[config.mk]
export PLATFORM = sky130hd
export DESIGN_NAME = cidec_core
export DESIGN_NICKNAME = d
export VERILOG_FILES = /design/src/pkg/cidec_pkg.sv /design/src/cidec_ptr_add.sv /design/src/cidec_core.sv
export VERILOG_INCLUDE_DIRS = /design/src /design/src/pkg
export SDC_FILE = /design/constraint.sdc
export NUM_CORES = 1
export LEC_CHECK = 0
export ABC_AREA = 1
export BUFFER_PORTS_ARGS = -buffer_cell sky130_fd_sc_hd__buf_2
export CORE_UTILIZATION = 40
export DETAILED_ROUTE_END_ITERATION = 10
export GPL_TIMING_DRIVEN = 0
export PLACE_DENSITY_LB_ADDON = 0.1
export SETUP_SLACK_MARGIN = 0.4
export SLEW_MARGIN = 10
export SYNTH_ARGS = -nofsm -noshare
export SYNTH_HDL_FRONTEND = slang
export SYNTH_SLANG_ARGS = --single-unit
[constraint.sdc]
create_clock -name ref_clk -period 4.6 [get_ports ref_clk]
set_input_delay 0.46 -clock ref_clk [delete_from_list [all_inputs] [get_ports ref_clk]]
set_output_delay 0.46 -clock ref_clk [all_outputs]
set_load 0.1 [all_outputs]
[src/pkg/cidec_defs.svh]
// Constants of the control and indirect operation decoder: opcode
// patterns, field positions, reset values. Assumes 14-bit instructions.
`ifndef CIDEC_DEFS_SVH
`define CIDEC_DEFS_SVH

// ********************
// Exact opcodes
// ********************
`define CIDEC_OP_NOP 14'h0000
`define CIDEC_OP_SWRESET 14'h0001
`define CIDEC_OP_RETURN 14'h0008
`define CIDEC_OP_INTEXIT 14'h0009
`define CIDEC_OP_CALLACC 14'h000a
`define CIDEC_OP_JMPACC 14'h000b
`define CIDEC_OP_OPTION 14'h0062
`define CIDEC_OP_SLEEP 14'h0063
`define CIDEC_OP_KICK 14'h0064

// ********************
// Prefix patterns
// ********************
`define CIDEC_PFX_RELJMP 5'h19
`define CIDEC_PFX_ABSOLUTE_JUMP 3'h5
`define CIDEC_PFX_CALL 3'h4
`define CIDEC_PFX_RETLIT 6'h34
`define CIDEC_PFX_PIN_DIRECTION_LOAD 11'h00c
`define CIDEC_PFX_PTRADD 7'h62
`define CIDEC_PFX_INDMOD 10'h001
`define CIDEC_PFX_IDXLD 7'h7e
`define CIDEC_PFX_IDXST 7'h7f
`define CIDEC_PFX_ANDIMM 6'h39
`define CIDEC_PFX_ADDIMM 6'h3e
`define CIDEC_PFX_ANDFILE 6'h05

// ********************
// Field positions
// ********************
`define CIDEC_PTR_BIT 2
`define CIDEC_IDX_PTR_BIT 6
`define CIDEC_STORE_BIT 3
`define CIDEC_DEST_BIT 7
`define CIDEC_MSB_BIT 15

// ********************
// Reset values
// ********************
`define CIDEC_PC_RST 11'h000
`define CIDEC_ACC_RST 8'h00
`define CIDEC_PTR_RST 16'h0000
`define CIDEC_EXPIRED_RST 1'b1
`define CIDEC_PD_RST 1'b1

`endif

[src/pkg/cidec_pkg.sv]
// Types shared by the decoder files. Assumes the constants header.
`default_nettype none

package cidec_pkg;

	typedef enum logic [2:0] {
		S_READY,
		S_FLUSH,
		S_RDWAIT,
		S_LOAD,
		S_STALL
	} cidec_state_t;

	typedef struct packed {
		logic rd;
		logic wr;
		logic [15:0] addr;
		logic [7:0] wdata;
	} cidec_mem_req_t;

	typedef struct packed {
		logic zero;
		logic carry;
		logic halfCarry;
		logic watchdogExpired;
		logic powerDown;
	} cidec_status_t;

endpackage

`default_nettype wire

[src/cidec_ptr_add.sv]
// Modulo-16-bit adder for indirect pointer arithmetic.
// Assumes the delta is already sign-extended by the caller.
`default_nettype none

module cidec_ptr_add #(
	parameter int WIDTH = 16
) (
	// Operands
	input wire logic [WIDTH-1:0] base,
	input wire logic [WIDTH-1:0] delta,
	// Result
	output logic [WIDTH-1:0] sum
);

	assign sum = base + delta;

endmodule

`default_nettype wire

[src/cidec_core.sv]
// Control and indirect operation decoder with its own accumulator,
// flags, indirect pointers, program counter and return stack.
// Assumes one instruction offered at a time and a data memory that
// answers a read one cycle after the request.
//
// Summary of operation
// - Relative and accumulator jumps, two cycles
// - Call, absolute jump, call through accumulator
// - Interrupt exit, return, literal return
// - Single-cycle watchdog kick and standby entry
// - Prescale load, no-op, software reset
// - Pin-direction load selected by field
// - Signed offset added to pointer, flags kept
// - Pointer arithmetic wraps at sixteen bits
// - Indirect load with pre/post modify, zero
// - Indexed indirect load, zero flag updated
// - Indirect store with modify, no flags
// - Indexed indirect store of accumulator
// - Program-counter change costs a no-op cycle
// - Access address top bit set adds cycle
// - Literal AND into accumulator, zero only
// - Literal add, carry, half-carry, zero
// - AND with file register, zero only
// - Destination bit routes file result
`default_nettype none
`include "cidec_defs.svh"

module cidec_core #(
	parameter int STACK_DEPTH = 16
) (
	// Clock and reset
	input wire logic ref_clk,
	input wire logic nrst,
	// Instruction stream
	input wire logic [13:0] instr,
	input wire logic instrValid,
	output logic instrReady_ff,
	output logic [10:0] pc_ff,
	// Data memory
	output cidec_pkg::cidec_mem_req_t mem_ff,
	input wire logic [7:0] memRdData,
	// Core state
	output logic [7:0] accum_ff,
	output cidec_pkg::cidec_status_t stat_ff,
	// Side effects, one-cycle pulses and the held direction select
	output logic wdtClear_ff,
	output logic sleepReq_ff,
	output logic swReset_ff,
	output logic optionLoad_ff,
	output logic trisLoad_ff,
	output logic [2:0] trisSel_ff,
	output logic gieSet_ff
);

	// ********************
	// Decode
	// ********************
	cidec_pkg::cidec_state_t state_ff, nxtState;
	logic take;
	logic isRelJump, isJumpAcc, isCall, isCallAcc, isAbs;
	logic isIntExit, isReturn, isRetLit, isKick, isSleep;
	logic isOption, isSwReset, isTris, isPtrAdd, isIndMod;
	logic isIdxLd, isIdxSt, isAndImm, isAddImm, isAndFile;
	logic isIndirect, isStore, pcChange;

	assign take = instrValid & instrReady_ff;
	assign isRelJump = instr[13:9] == `CIDEC_PFX_RELJMP;
	assign isJumpAcc = instr == `CIDEC_OP_JMPACC;
	assign isCall = instr[13:11] == `CIDEC_PFX_CALL;
	assign isCallAcc = instr == `CIDEC_OP_CALLACC;
	assign isAbs = instr[13:11] == `CIDEC_PFX_ABSOLUTE_JUMP;
	assign isIntExit = instr == `CIDEC_OP_INTEXIT;
	assign isReturn = instr == `CIDEC_OP_RETURN;
	assign isRetLit = instr[13:8] == `CIDEC_PFX_RETLIT;
	assign isKick = instr == `CIDEC_OP_KICK;
	assign isSleep = instr == `CIDEC_OP_SLEEP;
	assign isOption = instr == `CIDEC_OP_OPTION;
	assign isSwReset = instr == `CIDEC_OP_SWRESET;
	// Exact inherent codes share the direction pattern and win over it
	assign isTris = (instr[13:3] == `CIDEC_PFX_PIN_DIRECTION_LOAD) & ~isKick &
		~isSleep & ~isOption;
	assign isPtrAdd = instr[13:7] == `CIDEC_PFX_PTRADD;
	assign isIndMod = instr[13:4] == `CIDEC_PFX_INDMOD;
	assign isIdxLd = instr[13:7] == `CIDEC_PFX_IDXLD;
	assign isIdxSt = instr[13:7] == `CIDEC_PFX_IDXST;
	assign isAndImm = instr[13:8] == `CIDEC_PFX_ANDIMM;
	assign isAddImm = instr[13:8] == `CIDEC_PFX_ADDIMM;
	assign isAndFile = instr[13:8] == `CIDEC_PFX_ANDFILE;
	assign isIndirect = isIndMod | isIdxLd | isIdxSt;
	assign isStore = (isIndMod & instr[`CIDEC_STORE_BIT]) | isIdxSt;
	assign pcChange = isRelJump | isJumpAcc | isCall | isCallAcc |
		isAbs | isIntExit | isReturn | isRetLit;

	// ********************
	// Targets and arithmetic
	// ********************
	logic [10:0] pcInc, relTarget, accTarget, absTarget, stackTop;
	logic [7:0] litVal, andImmRes, andFileRes;
	logic [8:0] addSum;
	logic [4:0] addLow;
	logic [2:0] trisField;

	assign pcInc = pc_ff + 11'h001;
	assign relTarget = pcInc + {{2{instr[8]}}, instr[8:0]};
	assign accTarget = pcInc + {3'h0, accum_ff};
	assign absTarget = instr[10:0];
	assign litVal = instr[7:0];
	assign trisField = instr[2:0];
	assign andImmRes = accum_ff & litVal;
	assign addSum = {1'b0, accum_ff} + {1'b0, litVal};
	assign addLow = {1'b0, accum_ff[3:0]} + {1'b0, litVal[3:0]};
	assign andFileRes = accum_ff & memRdData;

	// ********************
	// Indirect pointers
	// ********************
	logic [15:0] ptr_ff [2];
	logic [15:0] nxtPtr [2];
	logic ptrN;
	logic [15:0] ptrSel, modDelta, idxDelta, modSum, idxSum, accAddr;
	logic accSlow;

	assign ptrN = (isPtrAdd | isIdxLd | isIdxSt) ?
		instr[`CIDEC_IDX_PTR_BIT] : instr[`CIDEC_PTR_BIT];
	assign ptrSel = ptr_ff[ptrN];
	// Mode bit 0 picks decrement, bit 1 picks post-modify
	assign modDelta = instr[0] ? 16'hffff : 16'h0001;
	assign idxDelta = {{10{instr[5]}}, instr[5:0]};
	assign accAddr = (isIdxLd | isIdxSt) ? idxSum :
		(instr[1] ? ptrSel : modSum);
	assign accSlow = accAddr[`CIDEC_MSB_BIT];

	cidec_ptr_add #(
		.WIDTH(16)
	) u_mod_add (
		.base(ptrSel),
		.delta(modDelta),
		.sum(modSum)
	);

	cidec_ptr_add #(
		.WIDTH(16)
	) u_idx_add (
		.base(ptrSel),
		.delta(idxDelta),
		.sum(idxSum)
	);

	// ********************
	// Return stack
	// ********************
	// No overflow trap: the pointer simply wraps past the depth
	localparam int SPW = $clog2(STACK_DEPTH);
	logic [10:0] stack_ff [STACK_DEPTH];
	logic [SPW-1:0] sp_ff;
	logic doPush, doPop;

	assign stackTop = stack_ff[sp_ff - SPW'(1)];

	// ********************
	// Next state
	// ********************
	logic [10:0] nxtPc;
	logic [7:0] nxtAccum, loadVal;
	cidec_pkg::cidec_status_t nxtStat;
	cidec_pkg::cidec_mem_req_t nxtMem;
	logic nxtWdt, nxtSleep, nxtSwRst, nxtOpt, nxtTris, nxtGie;
	logic pendFile_ff, pendDest_ff, pendSlow_ff;
	logic nxtPendFile, nxtPendDest, nxtPendSlow;

	assign loadVal = pendFile_ff ? andFileRes : memRdData;

	always_comb begin
		nxtState = state_ff;
		nxtPc = pc_ff;
		nxtAccum = accum_ff;
		nxtStat = stat_ff;
		nxtMem = mem_ff;
		nxtMem.rd = 1'b0;
		nxtMem.wr = 1'b0;
		nxtPtr = ptr_ff;
		nxtPendFile = pendFile_ff;
		nxtPendDest = pendDest_ff;
		nxtPendSlow = pendSlow_ff;
		{nxtWdt, nxtSleep, nxtSwRst, nxtOpt, nxtTris, nxtGie} = 6'h00;
		doPush = 1'b0;
		doPop = 1'b0;
		case (state_ff)
			cidec_pkg::S_READY: begin
				if (take) begin
					nxtPc = pcInc;
					if (pcChange) begin
						nxtState = cidec_pkg::S_FLUSH;
					end
					if (isRelJump) begin
						nxtPc = relTarget;
					end else if (isJumpAcc) begin
						nxtPc = accTarget;
					end else if (isCall) begin
						nxtPc = absTarget;
						doPush = 1'b1;
					end else if (isCallAcc) begin
						nxtPc = {pc_ff[10:8], accum_ff};
						doPush = 1'b1;
					end else if (isAbs) begin
						nxtPc = absTarget;
					end else if (isIntExit | isReturn | isRetLit) begin
						nxtPc = stackTop;
						doPop = 1'b1;
						nxtGie = isIntExit;
						if (isRetLit) begin
							nxtAccum = litVal;
						end
					end else if (isKick) begin
						nxtWdt = 1'b1;
						nxtStat.watchdogExpired = 1'b1;
						nxtStat.powerDown = 1'b1;
					end else if (isSleep) begin
						nxtWdt = 1'b1;
						nxtSleep = 1'b1;
						nxtStat.watchdogExpired = 1'b1;
						nxtStat.powerDown = 1'b0;
					end else if (isOption) begin
						nxtOpt = 1'b1;
					end else if (isSwReset) begin
						nxtSwRst = 1'b1;
					end else if (isTris) begin
						nxtTris = 1'b1;
					end else if (isPtrAdd) begin
						nxtPtr[ptrN] = idxSum;
					end else if (isIndirect) begin
						nxtMem.addr = accAddr;
						nxtMem.wdata = accum_ff;
						nxtPendFile = 1'b0;
						nxtPendSlow = accSlow;
						if (isIndMod) begin
							nxtPtr[ptrN] = modSum;
						end
						if (isStore) begin
							nxtMem.wr = 1'b1;
							nxtState = accSlow ? cidec_pkg::S_STALL :
								cidec_pkg::S_READY;
						end else begin
							nxtMem.rd = 1'b1;
							nxtState = cidec_pkg::S_RDWAIT;
						end
					end else if (isAndImm) begin
						nxtAccum = andImmRes;
						nxtStat.zero = andImmRes == 8'h00;
					end else if (isAddImm) begin
						nxtAccum = addSum[7:0];
						nxtStat.carry = addSum[8];
						nxtStat.halfCarry = addLow[4];
						nxtStat.zero = addSum[7:0] == 8'h00;
					end else if (isAndFile) begin
						nxtMem.rd = 1'b1;
						nxtMem.addr = {9'h000, instr[6:0]};
						nxtPendFile = 1'b1;
						nxtPendDest = instr[`CIDEC_DEST_BIT];
						nxtPendSlow = 1'b0;
						nxtState = cidec_pkg::S_RDWAIT;
					end
				end
			end
			cidec_pkg::S_RDWAIT: begin
				nxtState = cidec_pkg::S_LOAD;
			end
			cidec_pkg::S_LOAD: begin
				nxtStat.zero = loadVal == 8'h00;
				if (pendFile_ff & pendDest_ff) begin
					nxtMem.wr = 1'b1;
					nxtMem.wdata = loadVal;
				end else begin
					nxtAccum = loadVal;
				end
				nxtState = pendSlow_ff ? cidec_pkg::S_STALL :
					cidec_pkg::S_READY;
			end
			cidec_pkg::S_FLUSH, cidec_pkg::S_STALL: begin
				nxtState = cidec_pkg::S_READY;
			end
			default: begin
				nxtState = cidec_pkg::S_READY;
			end
		endcase
	end

	// ********************
	// Registers
	// ********************
	always_ff @(posedge ref_clk) begin
		if (!nrst) begin
			state_ff <= cidec_pkg::S_READY;
			instrReady_ff <= 1'b0;
			pc_ff <= `CIDEC_PC_RST;
			accum_ff <= `CIDEC_ACC_RST;
			stat_ff <= '{zero: 1'b0, carry: 1'b0, halfCarry: 1'b0,
				watchdogExpired: `CIDEC_EXPIRED_RST,
				powerDown: `CIDEC_PD_RST};
			mem_ff <= '0;
			ptr_ff <= '{default: `CIDEC_PTR_RST};
			{pendFile_ff, pendDest_ff, pendSlow_ff} <= 3'h0;
		end else begin
			state_ff <= nxtState;
			instrReady_ff <= nxtState == cidec_pkg::S_READY;
			pc_ff <= nxtPc;
			accum_ff <= nxtAccum;
			stat_ff <= nxtStat;
			mem_ff <= nxtMem;
			ptr_ff <= nxtPtr;
			{pendFile_ff, pendDest_ff, pendSlow_ff} <=
				{nxtPendFile, nxtPendDest, nxtPendSlow};
		end
	end

	always_ff @(posedge ref_clk) begin
		if (!nrst) begin
			{wdtClear_ff, sleepReq_ff, swReset_ff} <= 3'h0;
			{optionLoad_ff, trisLoad_ff, gieSet_ff} <= 3'h0;
			trisSel_ff <= 3'h0;
		end else begin
			{wdtClear_ff, sleepReq_ff, swReset_ff} <=
				{nxtWdt, nxtSleep, nxtSwRst};
			{optionLoad_ff, trisLoad_ff, gieSet_ff} <=
				{nxtOpt, nxtTris, nxtGie};
			trisSel_ff <= nxtTris ? trisField : trisSel_ff;
		end
	end

	always_ff @(posedge ref_clk) begin
		if (!nrst) begin
			sp_ff <= '0;
		end else if (doPush) begin
			stack_ff[sp_ff] <= pcInc;
			sp_ff <= sp_ff + SPW'(1);
		end else if (doPop) begin
			sp_ff <= sp_ff - SPW'(1);
		end
	end

	// ********************
	// Checks
	// ********************
	property p_rel_jump;
		@(posedge ref_clk) disable iff (!nrst)
		take && isRelJump |=> pc_ff == $past(relTarget);
	endproperty
	a_rel_jump: assert property (p_rel_jump)
		else $error("relative jump target wrong");

	property p_abs_jump;
		@(posedge ref_clk) disable iff (!nrst)
		take && isAbs |=> pc_ff == $past(absTarget) && !instrReady_ff;
	endproperty
	a_abs_jump: assert property (p_abs_jump)
		else $error("absolute jump wrong");

	property p_ret_lit;
		@(posedge ref_clk) disable iff (!nrst)
		take && isRetLit |=> accum_ff == $past(litVal);
	endproperty
	a_ret_lit: assert property (p_ret_lit)
		else $error("literal return did not load accumulator");

	property p_kick;
		@(posedge ref_clk) disable iff (!nrst)
		take && isKick |=> wdtClear_ff && stat_ff.watchdogExpired &&
			stat_ff.powerDown && instrReady_ff;
	endproperty
	a_kick: assert property (p_kick)
		else $error("watchdog kick effects wrong");

	property p_pin_direction_load;
		@(posedge ref_clk) disable iff (!nrst)
		take && isTris |=> trisLoad_ff && trisSel_ff == $past(trisField);
	endproperty
	a_pin_direction_load: assert property (p_pin_direction_load)
		else $error("direction load select wrong");

	property p_ptr_add;
		@(posedge ref_clk) disable iff (!nrst)
		take && isPtrAdd |=> $stable(stat_ff) && instrReady_ff;
	endproperty
	a_ptr_add: assert property (p_ptr_add)
		else $error("pointer add touched flags or stalled");

	property p_flush;
		@(posedge ref_clk) disable iff (!nrst)
		take && pcChange |=> !instrReady_ff ##1 instrReady_ff;
	endproperty
	a_flush: assert property (p_flush)
		else $error("branch did not take exactly two cycles");

	property p_slow_store;
		@(posedge ref_clk) disable iff (!nrst)
		take && isStore && accSlow |=> mem_ff.wr && !instrReady_ff
			##1 instrReady_ff;
	endproperty
	a_slow_store: assert property (p_slow_store)
		else $error("slow store timing wrong");

	property p_add_imm;
		@(posedge ref_clk) disable iff (!nrst)
		take && isAddImm |=> accum_ff == $past(addSum[7:0]) &&
			stat_ff.carry == $past(addSum[8]);
	endproperty
	a_add_imm: assert property (p_add_imm)
		else $error("literal add result wrong");

endmodule

`default_nettype wire

Yosys cells after proc, flatten, opt, wreduce, memory -nomap -nowiden
Memories as Yosys holds them, arrays and structs flattened.
Index checks and enable logic that the tools add are counted.
{"block": "totals", "memories": 1, "wordCells": 316, "output_inout_bits": 60, "ram_bits": 176, "reg_bits": 102, "in_bits": 25}
{"block": "classes", "eq_ne": 52, "n_addsub": 9, "n_bitwise": 42, "mux": 155, "n_reduce_logical": 28, "order_cmp": 2}
{"name": "stack_ff", "words": 16, "word_bits": 11, "rd": 1, "rd_clocked_by_memory_dff": 0, "wr": 1, "line": "cidec_core.sv:154", "rtl": "logic [10:0] stack_ff [STACK_DEPTH];"}
{"operator": "25-bit two-way mux", "count": 13}
{"operator": "16-bit two-way mux", "count": 11}
{"operator": "8-bit two-way mux", "count": 21}
{"operator": "32-bit two-way mux", "count": 3}
{"operator": "3-bit two-way mux", "count": 29}
{"operator": "11-bit two-way mux", "count": 6}
{"operator": "32-bit bitwise mux", "count": 2}
{"operator": "14-bit by 4-bit == test with 1-bit output (second input constant)", "count": 4}
{"operator": "1-bit two-way mux", "count": 52}
{"operator": "17-bit AND reduction", "count": 3}
{"operator": "14-bit by 7-bit == test with 1-bit output (second input constant)", "count": 3}
{"operator": "5-bit two-way mux", "count": 7}
{"operator": "2-bit inequality test (second input constant)", "count": 17}
{"operator": "16-bit adder", "count": 2}
{"operator": "8-bit one-hot mux with 2 select lines", "count": 2}
{"operator": "16-bit AND reduction", "count": 2}
{"operator": "3-bit inequality test (second input constant)", "count": 9}
{"operator": "8-bit zero test", "count": 3}
{"operator": "7-bit == test (second input constant)", "count": 3}
{"operator": "6-bit == test (second input constant)", "count": 3}
{"operator": "1-bit inverter", "count": 18}
{"operator": "18-bit AND reduction", "count": 1}
{"operator": "9-bit OR reduction", "count": 2}
{"operator": "8-bit bitwise AND", "count": 2}
{"operator": "other kinds (37)", "count": 70}

Depth between registers and ports, before layout
Gate-level depths: netlist (run 1).
{"block": "depth", "depth_word": 29, "mapped_depth": 26, "ltp_nobuf": 25}

Modules after synthesis
From an unflattened synthesis (run 1), not the netlist that was laid out.
{"block": "unflattened", "hier_cells": 2206, "area_unflattened_um2": 16892.5}
{"module": "cidec_core", "area_each_um2": 15016.9, "cells_each": 1849, "instances": 1, "seq_area_each_um2": 7287.0}
{"module": "cidec_ptr_add at u_mod_add", "area_each_um2": 944.7, "cells_each": 178, "instances": 1, "seq_area_each_um2": 0.0}
{"module": "cidec_ptr_add at u_idx_add", "area_each_um2": 930.9, "cells_each": 179, "instances": 1, "seq_area_each_um2": 0.0}

Worst setup path before layout (run 1)
OpenSTA, ideal clock, no wires.
{"block": "synth_timing", "path_kind": "register -> register", "from": "register pc_ff[0]", "to": "register pc_ff[9]", "t_arrival_ns": 3.565, "path_buffers": 0, "slack_ns": 0.916, "required_ns": 4.481, "synth_period_minus_slack_ns": 3.684, "setup_time_ns": 0.119, "path_stages_with_launch": 15, "cell_sequence": "dfxtp_1 > ha_1 > nand2_1 > nor2_1 > and3_1 > nand3_1 > xnor2_1 > ha_1 > inv_1 > o21ai_0 > xor2_1 > nand2_1 > nand2_1 > a21oi_1 > nor2_1"}
{"block": "synth_via", "word_cells_on_any_way": 9, "classes_between": "add/sub (3); mux (6)"}
{"element": "start: declaration", "line": "cidec_core.sv:38", "rtl": "output logic [10:0] pc_ff,"}
{"element": "start signal: assignment", "line": "cidec_core.sv:295", "rtl": "pc_ff <= `CIDEC_PC_RST;"}
{"element": "start signal: assignment", "line": "cidec_core.sv:306", "rtl": "pc_ff <= nxtPc;"}
{"element": "11-bit by 1-bit adder with 11-bit output (*)", "line": "cidec_core.sv:103", "rtl": "assign pcInc = pc_ff + 11'h001;"}
{"element": "via pcInc[8]", "line": "cidec_core.sv:97", "rtl": "logic [10:0] pcInc, relTarget, accTarget, absTarget, stackTop;"}
{"element": "11-bit by 8-bit adder with 11-bit output", "line": "cidec_core.sv:105", "rtl": "assign accTarget = pcInc + {3'h0, accum_ff};"}
{"element": "11-bit two-way mux", "line": "cidec_core.sv:197", "rtl": "end else if (isJumpAcc) begin"}
{"element": "11-bit two-way mux (*)", "line": "cidec_core.sv:195", "rtl": "if (isRelJump) begin"}
The timed path passes the listed nets; every way through them passes the cells marked *. The select of a mux whose other input is x is not followed.
A chain may end at the register's enable or synchronous reset.

Final worst setup path (run 1)
{"block": "layout_timing", "from": "register sp_ff[0]", "to": "register pc_ff[5]"}
{"block": "layout_via", "elab_chain_len": 8}
{"element": "start: declaration", "line": "cidec_core.sv:155", "rtl": "logic [SPW-1:0] sp_ff;"}
{"element": "start signal: assignment", "line": "cidec_core.sv:335", "rtl": "sp_ff <= sp_ff + SPW'(1);"}
{"element": "start signal: assignment", "line": "cidec_core.sv:337", "rtl": "sp_ff <= sp_ff - SPW'(1);"}
{"element": "4-bit by 1-bit subtractor with 4-bit output", "line": "cidec_core.sv:158", "rtl": "assign stackTop = stack_ff[sp_ff - SPW'(1)];"}
{"element": "memory read 16 x 11 bit"}
{"element": "11-bit two-way mux", "line": "cidec_core.sv:207", "rtl": "end else if (isIntExit | isReturn | isRetLit) begin"}
{"element": "11-bit two-way mux", "line": "cidec_core.sv:205", "rtl": "end else if (isAbs) begin"}
{"element": "11-bit two-way mux", "line": "cidec_core.sv:202", "rtl": "end else if (isCallAcc) begin"}
{"element": "11-bit two-way mux", "line": "cidec_core.sv:199", "rtl": "end else if (isCall) begin"}
{"element": "11-bit two-way mux", "line": "cidec_core.sv:197"}
{"element": "11-bit two-way mux", "line": "cidec_core.sv:195"}
No other way between the ends. The select of a mux whose other input is x is not followed.

==> impl_metrics.py, run 1 <==
metrics = {
    "run_status": {
        "outcome": "finished, final reports clean",
    },
    "final_layout": {
        "final_core_util": 0.470,
        "fill_cells": 3770,
        "diodes": 0,
        "synthToLayoutAreaGrowth_pct": 14.6,
        "layout.nets": 2021,
        "most-common-layout-cells": "nand2_1 (287), o21ai_0 (183), edfxtp_1 (176)",
        "multi_input_comb_area_mm2": 0.00735,
        "drive_above_1_share": 0.139,
        "final_area_mm2": 0.0178,
        "seqCellArea_mm2": 0.00729,
        "mostFrequentLayoutCell": "nand2_1",
        "stdcell_count": 2466,
    },
    "drt": {
        "drt_first_pass_iters": 5,
        "antenna_left": 0,
        "via_per_inst": 5.60,
        "wl_per_cell_um": 22.0,
        "drc": 0,
        "vias": 13800,
        "drtIter0Drc": 1158,
        "drt-total-wl_um": 54300,
    },
    "critical_path": {
        "startpoint_type": "register",
        "crit_path_end_kind": "register",
        "crit_arrival_ns": 4.46,
        "cp_max_fo": 12,
        "timing.rr.start": "sp_ff[0]$_SDFFE_PN0P_",
        "crit_chain": "buf_2 > inv_2 > buf_2 > buf_2 > ha_1 > inv_1 > clkbuf_2 > o21ai_0 > o22ai_1 > nor2_1 > o21ai_0 > nand2_1 > nand3_1 > nand2_1 > o2111ai_1 > o211ai_1 > a31oi_1",
        "required_ns": 5.11,
        "critical_path.max_stage_delay_ns": 0.51,
        "r2r-end": "pc_ff[5]$_SDFFE_PN0P_",
        "path_class": "reg2reg",
        "crit_start": "sp_ff[0]$_SDFFE_PN0P_",
        "regToRegSetupSlack_ns": 0.64,
        "crit_top_cell": "buf_2",
        "path_buf_inv": 6,
        "worstRegToRegCells": 17,
        "crit_end": "pc_ff[5]$_SDFFE_PN0P_",
        "cp_top_family": "buffers and inverters",
        "cp.depth": 17,
        "crit_slowest_cell": "o21ai_0",
    },
    "sta": {
        "period_needed_ns": 3.96,
        "clock_skew_ns": 0.0186,
        "relSlewSlack": 0.176,
        "finalSetupViolations": 0,
        "fmax_mhz": 253,
        "rsz0062_at_grt": "false",
        "whs_ns": 0.339,
        "fin_setup_tns_ns": 0,
        "fin_crit_sh": 0.860,
        "finalHoldViolations": 0,
        "tightest_slew_ns": 1.23,
        "drv_slew": 0,
        "finalWorstSetupSlack_ns": 0.644,
    },
    "power_and_ir_drop": {
        "p_seq_frac": 0.460,
        "pwr-share-clk": 0.429,
        "combinationalPowerShare": 0.111,
        "ir_drop_mv": 0.257,
        "p_switching_mw": 1.56,
        "power_mw": 5.82,
        "power-per-cell-area_mw_per_mm2": 327,
        "p_int_mw": 4.26,
        "switching_share": 0.268,
        "p_leak_nw": 7.24,
    },
    "place": {
        "dpl_cell_area_mm2": 0.0168,
        "preCtsSetupSlack_ns": -0.0319,
        "io_buffers": 82,
        "dp.cells": 2404,
        "routabilityCongestion": 0.908,
        "dpl.hpwl_um": 39300,
    },
    "global_route": {
        "grt.overflow.total": 0,
        "antenna_found_initial": 0,
        "grt_max_degree": 22,
        "grt_pass1_wl_um": 80800,
        "grt_usage": 0.275,
        "grt_pass1_vias": 13300,
    },
    "clock_network": {
        "htree_num_levels": 1,
        "cts_tree": "done",
        "insertion_delay_ns": 0.58,
        "cts_sinks": 276,
        "clkTransAtPathRegs_ns": 0.06,
        "cts_root_buf": "clkbuf_16",
        "clock_path_buffers": 3,
        "cts_hold_buffers": 0,
        "numCtsBuffers": 31,
    },
    "logic_synthesis": {
        "synth_nets": 1893,
        "synthCells": 1802,
        "synth_ff_type": "edfxtp_1",
        "synth.distinct_cells": 64,
        "ys_seq_area_frac": 0.469,
        "syn_avg_cell_area_um2": 8.63,
        "synthArstFlopShare": 0,
        "synth_edf_count": 176,
        "yosys_warnings": 0,
        "syn_area_mm2": 0.0155,
        "yosys_register_bits": 276,
    },
    "floorplan": {
        "die-area_mm2": 0.0397,
        "coreArea_mm2": 0.0379,
        "start_util": 0.410,
        "rows": 71,
        "die_x_um": 199,
        "ioPinCount": 85,
        "fp.dieH_um": 199,
    },
    "flow_run": {
        "cap_viol_max_count": 0,
    },
    "min_path": {
        "hp-class": "in2reg",
    },
}
## cell usage after synthesis (all sizes together), types with 19 or more instances
cell type | number | area, um2
a21oi | 150 | 770
a31oi | 20 | 125
buf | 20 | 128
clkbuf | 54 | 203
dfxtp | 100 | 2000
edfxtp | 176 | 5290
ha | 61 | 763
inv | 164 | 618
nand2 | 301 | 1190
nand3 | 93 | 490
nor2 | 196 | 808
nor3 | 34 | 229
o211ai | 41 | 308
o21ai | 204 | 1040
o221ai | 20 | 175
o22ai | 19 | 119
xor2 | 36 | 315
## power by group through the flow
stage	logic, mW	clock network, mW	registers [mW]
after floorplan	0.352	0	2.80
after global placement	0.628	0	2.73
after detailed placement	0.636	0	2.73
after CTS	0.639	2.52	2.68
after global routing	0.698	2.63	2.68
final	0.648	2.50	2.68
## tightest hold or removal path, stage by stage
cell and delay (ns):
buf_2 0.10, o21ai_0 0.09, nor2_1 0.08, inv_1 0.06, a31oi_1 0.07
## layer usage
metal | vias up | GRT usage | share of wire
met5 | - | 0 | 0
met4 | 0 | 0.104 | 0.038
met3 | 122 | 0.0322 | 0.063
met2 | 501 | 0.451 | 0.46
met1 | 6582 | 0.370 | 0.44
li1 | 6598 | - | -
## logic make-up after synthesis
kind of cell    count (synthesis)  synth area share
simple gates                  651             0.188
flops                         276             0.469
compound gates                508             0.191
buf+inv                       242            0.0620
other cells                     1          0.000241
fa+ha+maj                      66            0.0555
xor+xnor                       52            0.0305
mux                             6           0.00386
## how the worst min path moves through the flow
| stage | startpoint | endpoint | slack, ns | cells after the start |
|---|---|---|---|---|
| 6_report | memRdData[3] | accum_ff[3]$_SDFFE_PN0P_ | 0.34 | 5 |
| 5_1_grt | memRdData[4] | accum_ff[4]$_SDFFE_PN0P_ | 0.33 | 5 |
| 4_1_cts | memRdData[4] | accum_ff[4]$_SDFFE_PN0P_ | 0.32 | 5 |
| 3_5_place_dp | ptr_ff[4]$_SDFFE_PN0P_ | ptr_ff[4]$_SDFFE_PN0P_ | 0.44 | 2 |
| 3_3_place_gp | ptr_ff[2]$_SDFFE_PN0P_ | ptr_ff[2]$_SDFFE_PN0P_ | 0.43 | 2 |
| 2_1_floorplan | ptr_ff[4]$_SDFFE_PN0P_ | ptr_ff[4]$_SDFFE_PN0P_ | 0.42 | 2 |
## what timing repair did
action | in CTS | in global routing
buffers inserted | 0 | 4
endpoints found under the setup margin | 6 | 18
pin swaps | 0 | 1
resized for setup | 5 | 11
## area by class of cell
class | count | share of cell area
plain buffers | 74 | 0.0191
clock buffers | 35 | 0.0455
clock inverters | 23 | 0.0114
inverters | 168 | 0.0356
multi-input cells | 1284 | 0.412
flip-flops and latches | 276 | 0.409
well taps | 511 | 0.0359
repair buffers | 95 | 0.0308
## sequential cells by signal (all words and copies together), names as in the netlist
| signal | count |
|---|---|
| stack_ff | 176 |
| ptr_ff | 32 |
| mem_ff | 26 |
| pc_ff | 11 |
| accum_ff | 8 |
| sp_ff | 4 |
| stat_ff | 4 |
| state_ff | 3 |
| trisSel_ff | 3 |
| gieSet_ff | 1 |
| instrReady_ff | 1 |
| optionLoad_ff | 1 |
| pendDest_ff | 1 |
| pendFile_ff | 1 |
| sleepReq_ff | 1 |
| swReset_ff | 1 |
| trisLoad_ff | 1 |
| wdtClear_ff | 1 |
Power figures use the tool's default switching activity.
==> inputs of run 2 (changes only) <==
Settings changed: CORE_UTILIZATION 40 to 60.
==> run 2 against run 1 <==
Net effect:
- sequential cell count unchanged
- design area down 2.1%
- maximum frequency down 1.6%
==> impl_metrics.py, run 2 (synthesis results as in run 1) <==
metrics = {
    "run_status": {
        "outcome": "finished, final reports clean",
    },
    "min_path": {
        "hp-class": "in2reg",
    },
    "floorplan": {
        "coreArea_mm2": 0.0253,
        "fp.dieH_um": 163,
        "ioPinCount": 85,
        "die-area_mm2": 0.0266,
        "die_x_um": 163,
        "start_util": 0.614,
        "rows": 58,
    },
    "final_layout": {
        "largest_reg_flops": 176,
        "layout.nets": 2008,
        "diodes": 0,
        "regMostFlops": "stack_ff",
        "most-common-layout-cells": "nand2_1 (287), o21ai_0 (183), edfxtp_1 (176)",
        "mostFrequentLayoutCell": "nand2_1",
        "reg_top3": "stack_ff (176), ptr_ff (32), mem_ff (26)",
        "drive_above_1_share": 0.130,
        "synthToLayoutAreaGrowth_pct": 12.2,
        "fill_cells": 2059,
    },
    "sta": {
        "finalHoldViolations": 0,
        "fmax_mhz": 249,
        "rsz0062_at_grt": "false",
        "finalSetupViolations": 0,
        "fin_crit_sh": 0.874,
        "relSlewSlack": 0.170,
        "period_needed_ns": 4.02,
        "tightest_slew_ns": 1.24,
        "fin_setup_tns_ns": 0,
        "clock_skew_ns": 0.0200,
        "drv_slew": 0,
    },
    "drt": {
        "antenna_left": 0,
        "drc": 0,
        "drt-total-wl_um": 49900,
        "drtIter0Drc": 1507,
        "via_per_inst": 6.25,
        "wl_per_cell_um": 22.0,
        "vias": 14200,
        "drt_first_pass_iters": 7,
    },
    "global_route": {
        "grt_usage": 0.377,
        "antenna_found_initial": 0,
        "grt.overflow.total": 0,
        "grt_pass1_vias": 13200,
        "grt_max_degree": 22,
        "grt_pass1_wl_um": 75700,
    },
    "place": {
        "dpl.hpwl_um": 35900,
        "io_buffers": 82,
        "routabilityCongestion": 0.964,
    },
    "power_and_ir_drop": {
        "ir_drop_mv": 0.296,
        "p_switching_mw": 1.49,
        "pwr-share-clk": 0.423,
        "power-per-cell-area_mw_per_mm2": 330,
        "p_leak_nw": 7.13,
        "switching_share": 0.259,
        "p_seq_frac": 0.466,
        "p_int_mw": 4.26,
        "combinationalPowerShare": 0.111,
        "power_mw": 5.75,
    },
    "critical_path": {
        "path_buf_inv": 6,
        "crit_path_end_kind": "register",
        "required_ns": 5.08,
        "critical_path.max_stage_delay_ns": 0.51,
        "crit_chain": "buf_2 > inv_2 > buf_2 > buf_2 > ha_1 > inv_1 > buf_1 > o21ai_0 > o22ai_1 > o21ai_0 > o21ai_0 > nand2_1 > nand3_1 > nand2_1 > o2111ai_1 > o211ai_1 > a31oi_1",
        "cp_max_fo": 12,
        "path_class": "reg2reg",
        "crit_arrival_ns": 4.51,
        "startpoint_type": "register",
        "crit_slowest_cell": "o21ai_0",
        "cp_top_family": "buffers and inverters",
    },
    "clock_network": {
        "cts_root_buf": "clkbuf_16",
        "htree_num_levels": 1,
        "cts_tree": "done",
        "cts_sinks": 276,
        "postCtsSetupBuffers": 0,
        "clkTransAtPathRegs_ns": 0.06,
        "clock_path_buffers": 3,
        "numCtsBuffers": 29,
        "insertion_delay_ns": 0.56,
    },
    "flow_run": {
        "cap_viol_max_count": 0,
    },
}
run 2: worst register-to-register path: stages, from the launching register on:
cell and delay (ns):
dfxtp_1 0.35, buf_2 0.19, inv_2 0.17, buf_2 0.25, buf_2 0.31, ha_1 0.36, inv_1 0.19, buf_1 0.50
o21ai_0 0.20, o22ai_1 0.14, o21ai_0 0.10, o21ai_0 0.51, nand2_1 0.11, nand3_1 0.10, nand2_1 0.07, o2111ai_1 0.12
o211ai_1 0.13, a31oi_1 0.17
run 2: power by group through the flow:
stage	registers (mW)	logic, mW	clock network (mW)
global placement	2.73	0.607	0
floorplan	2.80	0.352	0
finish	2.68	0.637	2.43
CTS	2.68	0.620	2.43
detailed placement	2.73	0.617	0
global route	2.68	0.680	2.52
run 2: layout make-up:
type / instances / area [um2] / area share
Timing Repair Buffer: 84 / 437 / 0.0250
Inverter: 168 / 637 / 0.0365
Sequential cell: 276 / 7290 / 0.418
Clock inverter: 20 / 239 / 0.0137
Multi-Input combinational cell: 1284 / 7340 / 0.421
Clock buffer: 33 / 741 / 0.0425
Tap cell: 330 / 413 / 0.0237
Buffer: 74 / 338 / 0.0194
run 2: worst paths after layout:
check	start	slack [ns]	endpoint	cells past startpoint
setup / recovery	sp_ff[0]$_SDFFE_PN0P_	0.58	pc_ff[5]$_SDFFE_PN0P_	17
hold / removal	memRdData[7]	0.30	stat_ff[4]$_SDFFE_PN0P_	4
setup reg to reg	sp_ff[0]$_SDFFE_PN0P_	0.58	pc_ff[5]$_SDFFE_PN0P_	17
hold reg to reg	ptr_ff[6]$_SDFFE_PN0P_	0.45	ptr_ff[6]$_SDFFE_PN0P_	2
run 2: metal layers:
metal	routed length [um]	track usage	vias up
li1	-	-	6566
met1	20300	0.505	6655
met2	22900	0.615	812
met3	4680	0.0532	140
met4	1960	0.148	0
met5	0	0	-
run 2: per-stage QoR:
| stage | area (um2) | worst slack, ns | cells | utilization | hold slack, ns |
|---|---|---|---|---|---|
| floorplan | 15500 | 0.916 | 1802 | - | 0.422 |
| global placement | 16400 | -0.0497 | 2214 | 0.646 | 0.429 |
| detailed placement | 16400 | -0.0822 | 2216 | 0.649 | 0.437 |
| CTS | 17400 | 0.446 | 2269 | 0.688 | 0.301 |
| global route | 17400 | 0.425 | 2269 | 0.688 | 0.358 |
| finish | 17400 | 0.578 | 2269 | 0.688 | 0.297 |
run 2: timing repair:
action,CTS,global route
cloned,0,0
setup endpoints to repair,3,15
hold buffers,0,0
gates resized for setup,3,11
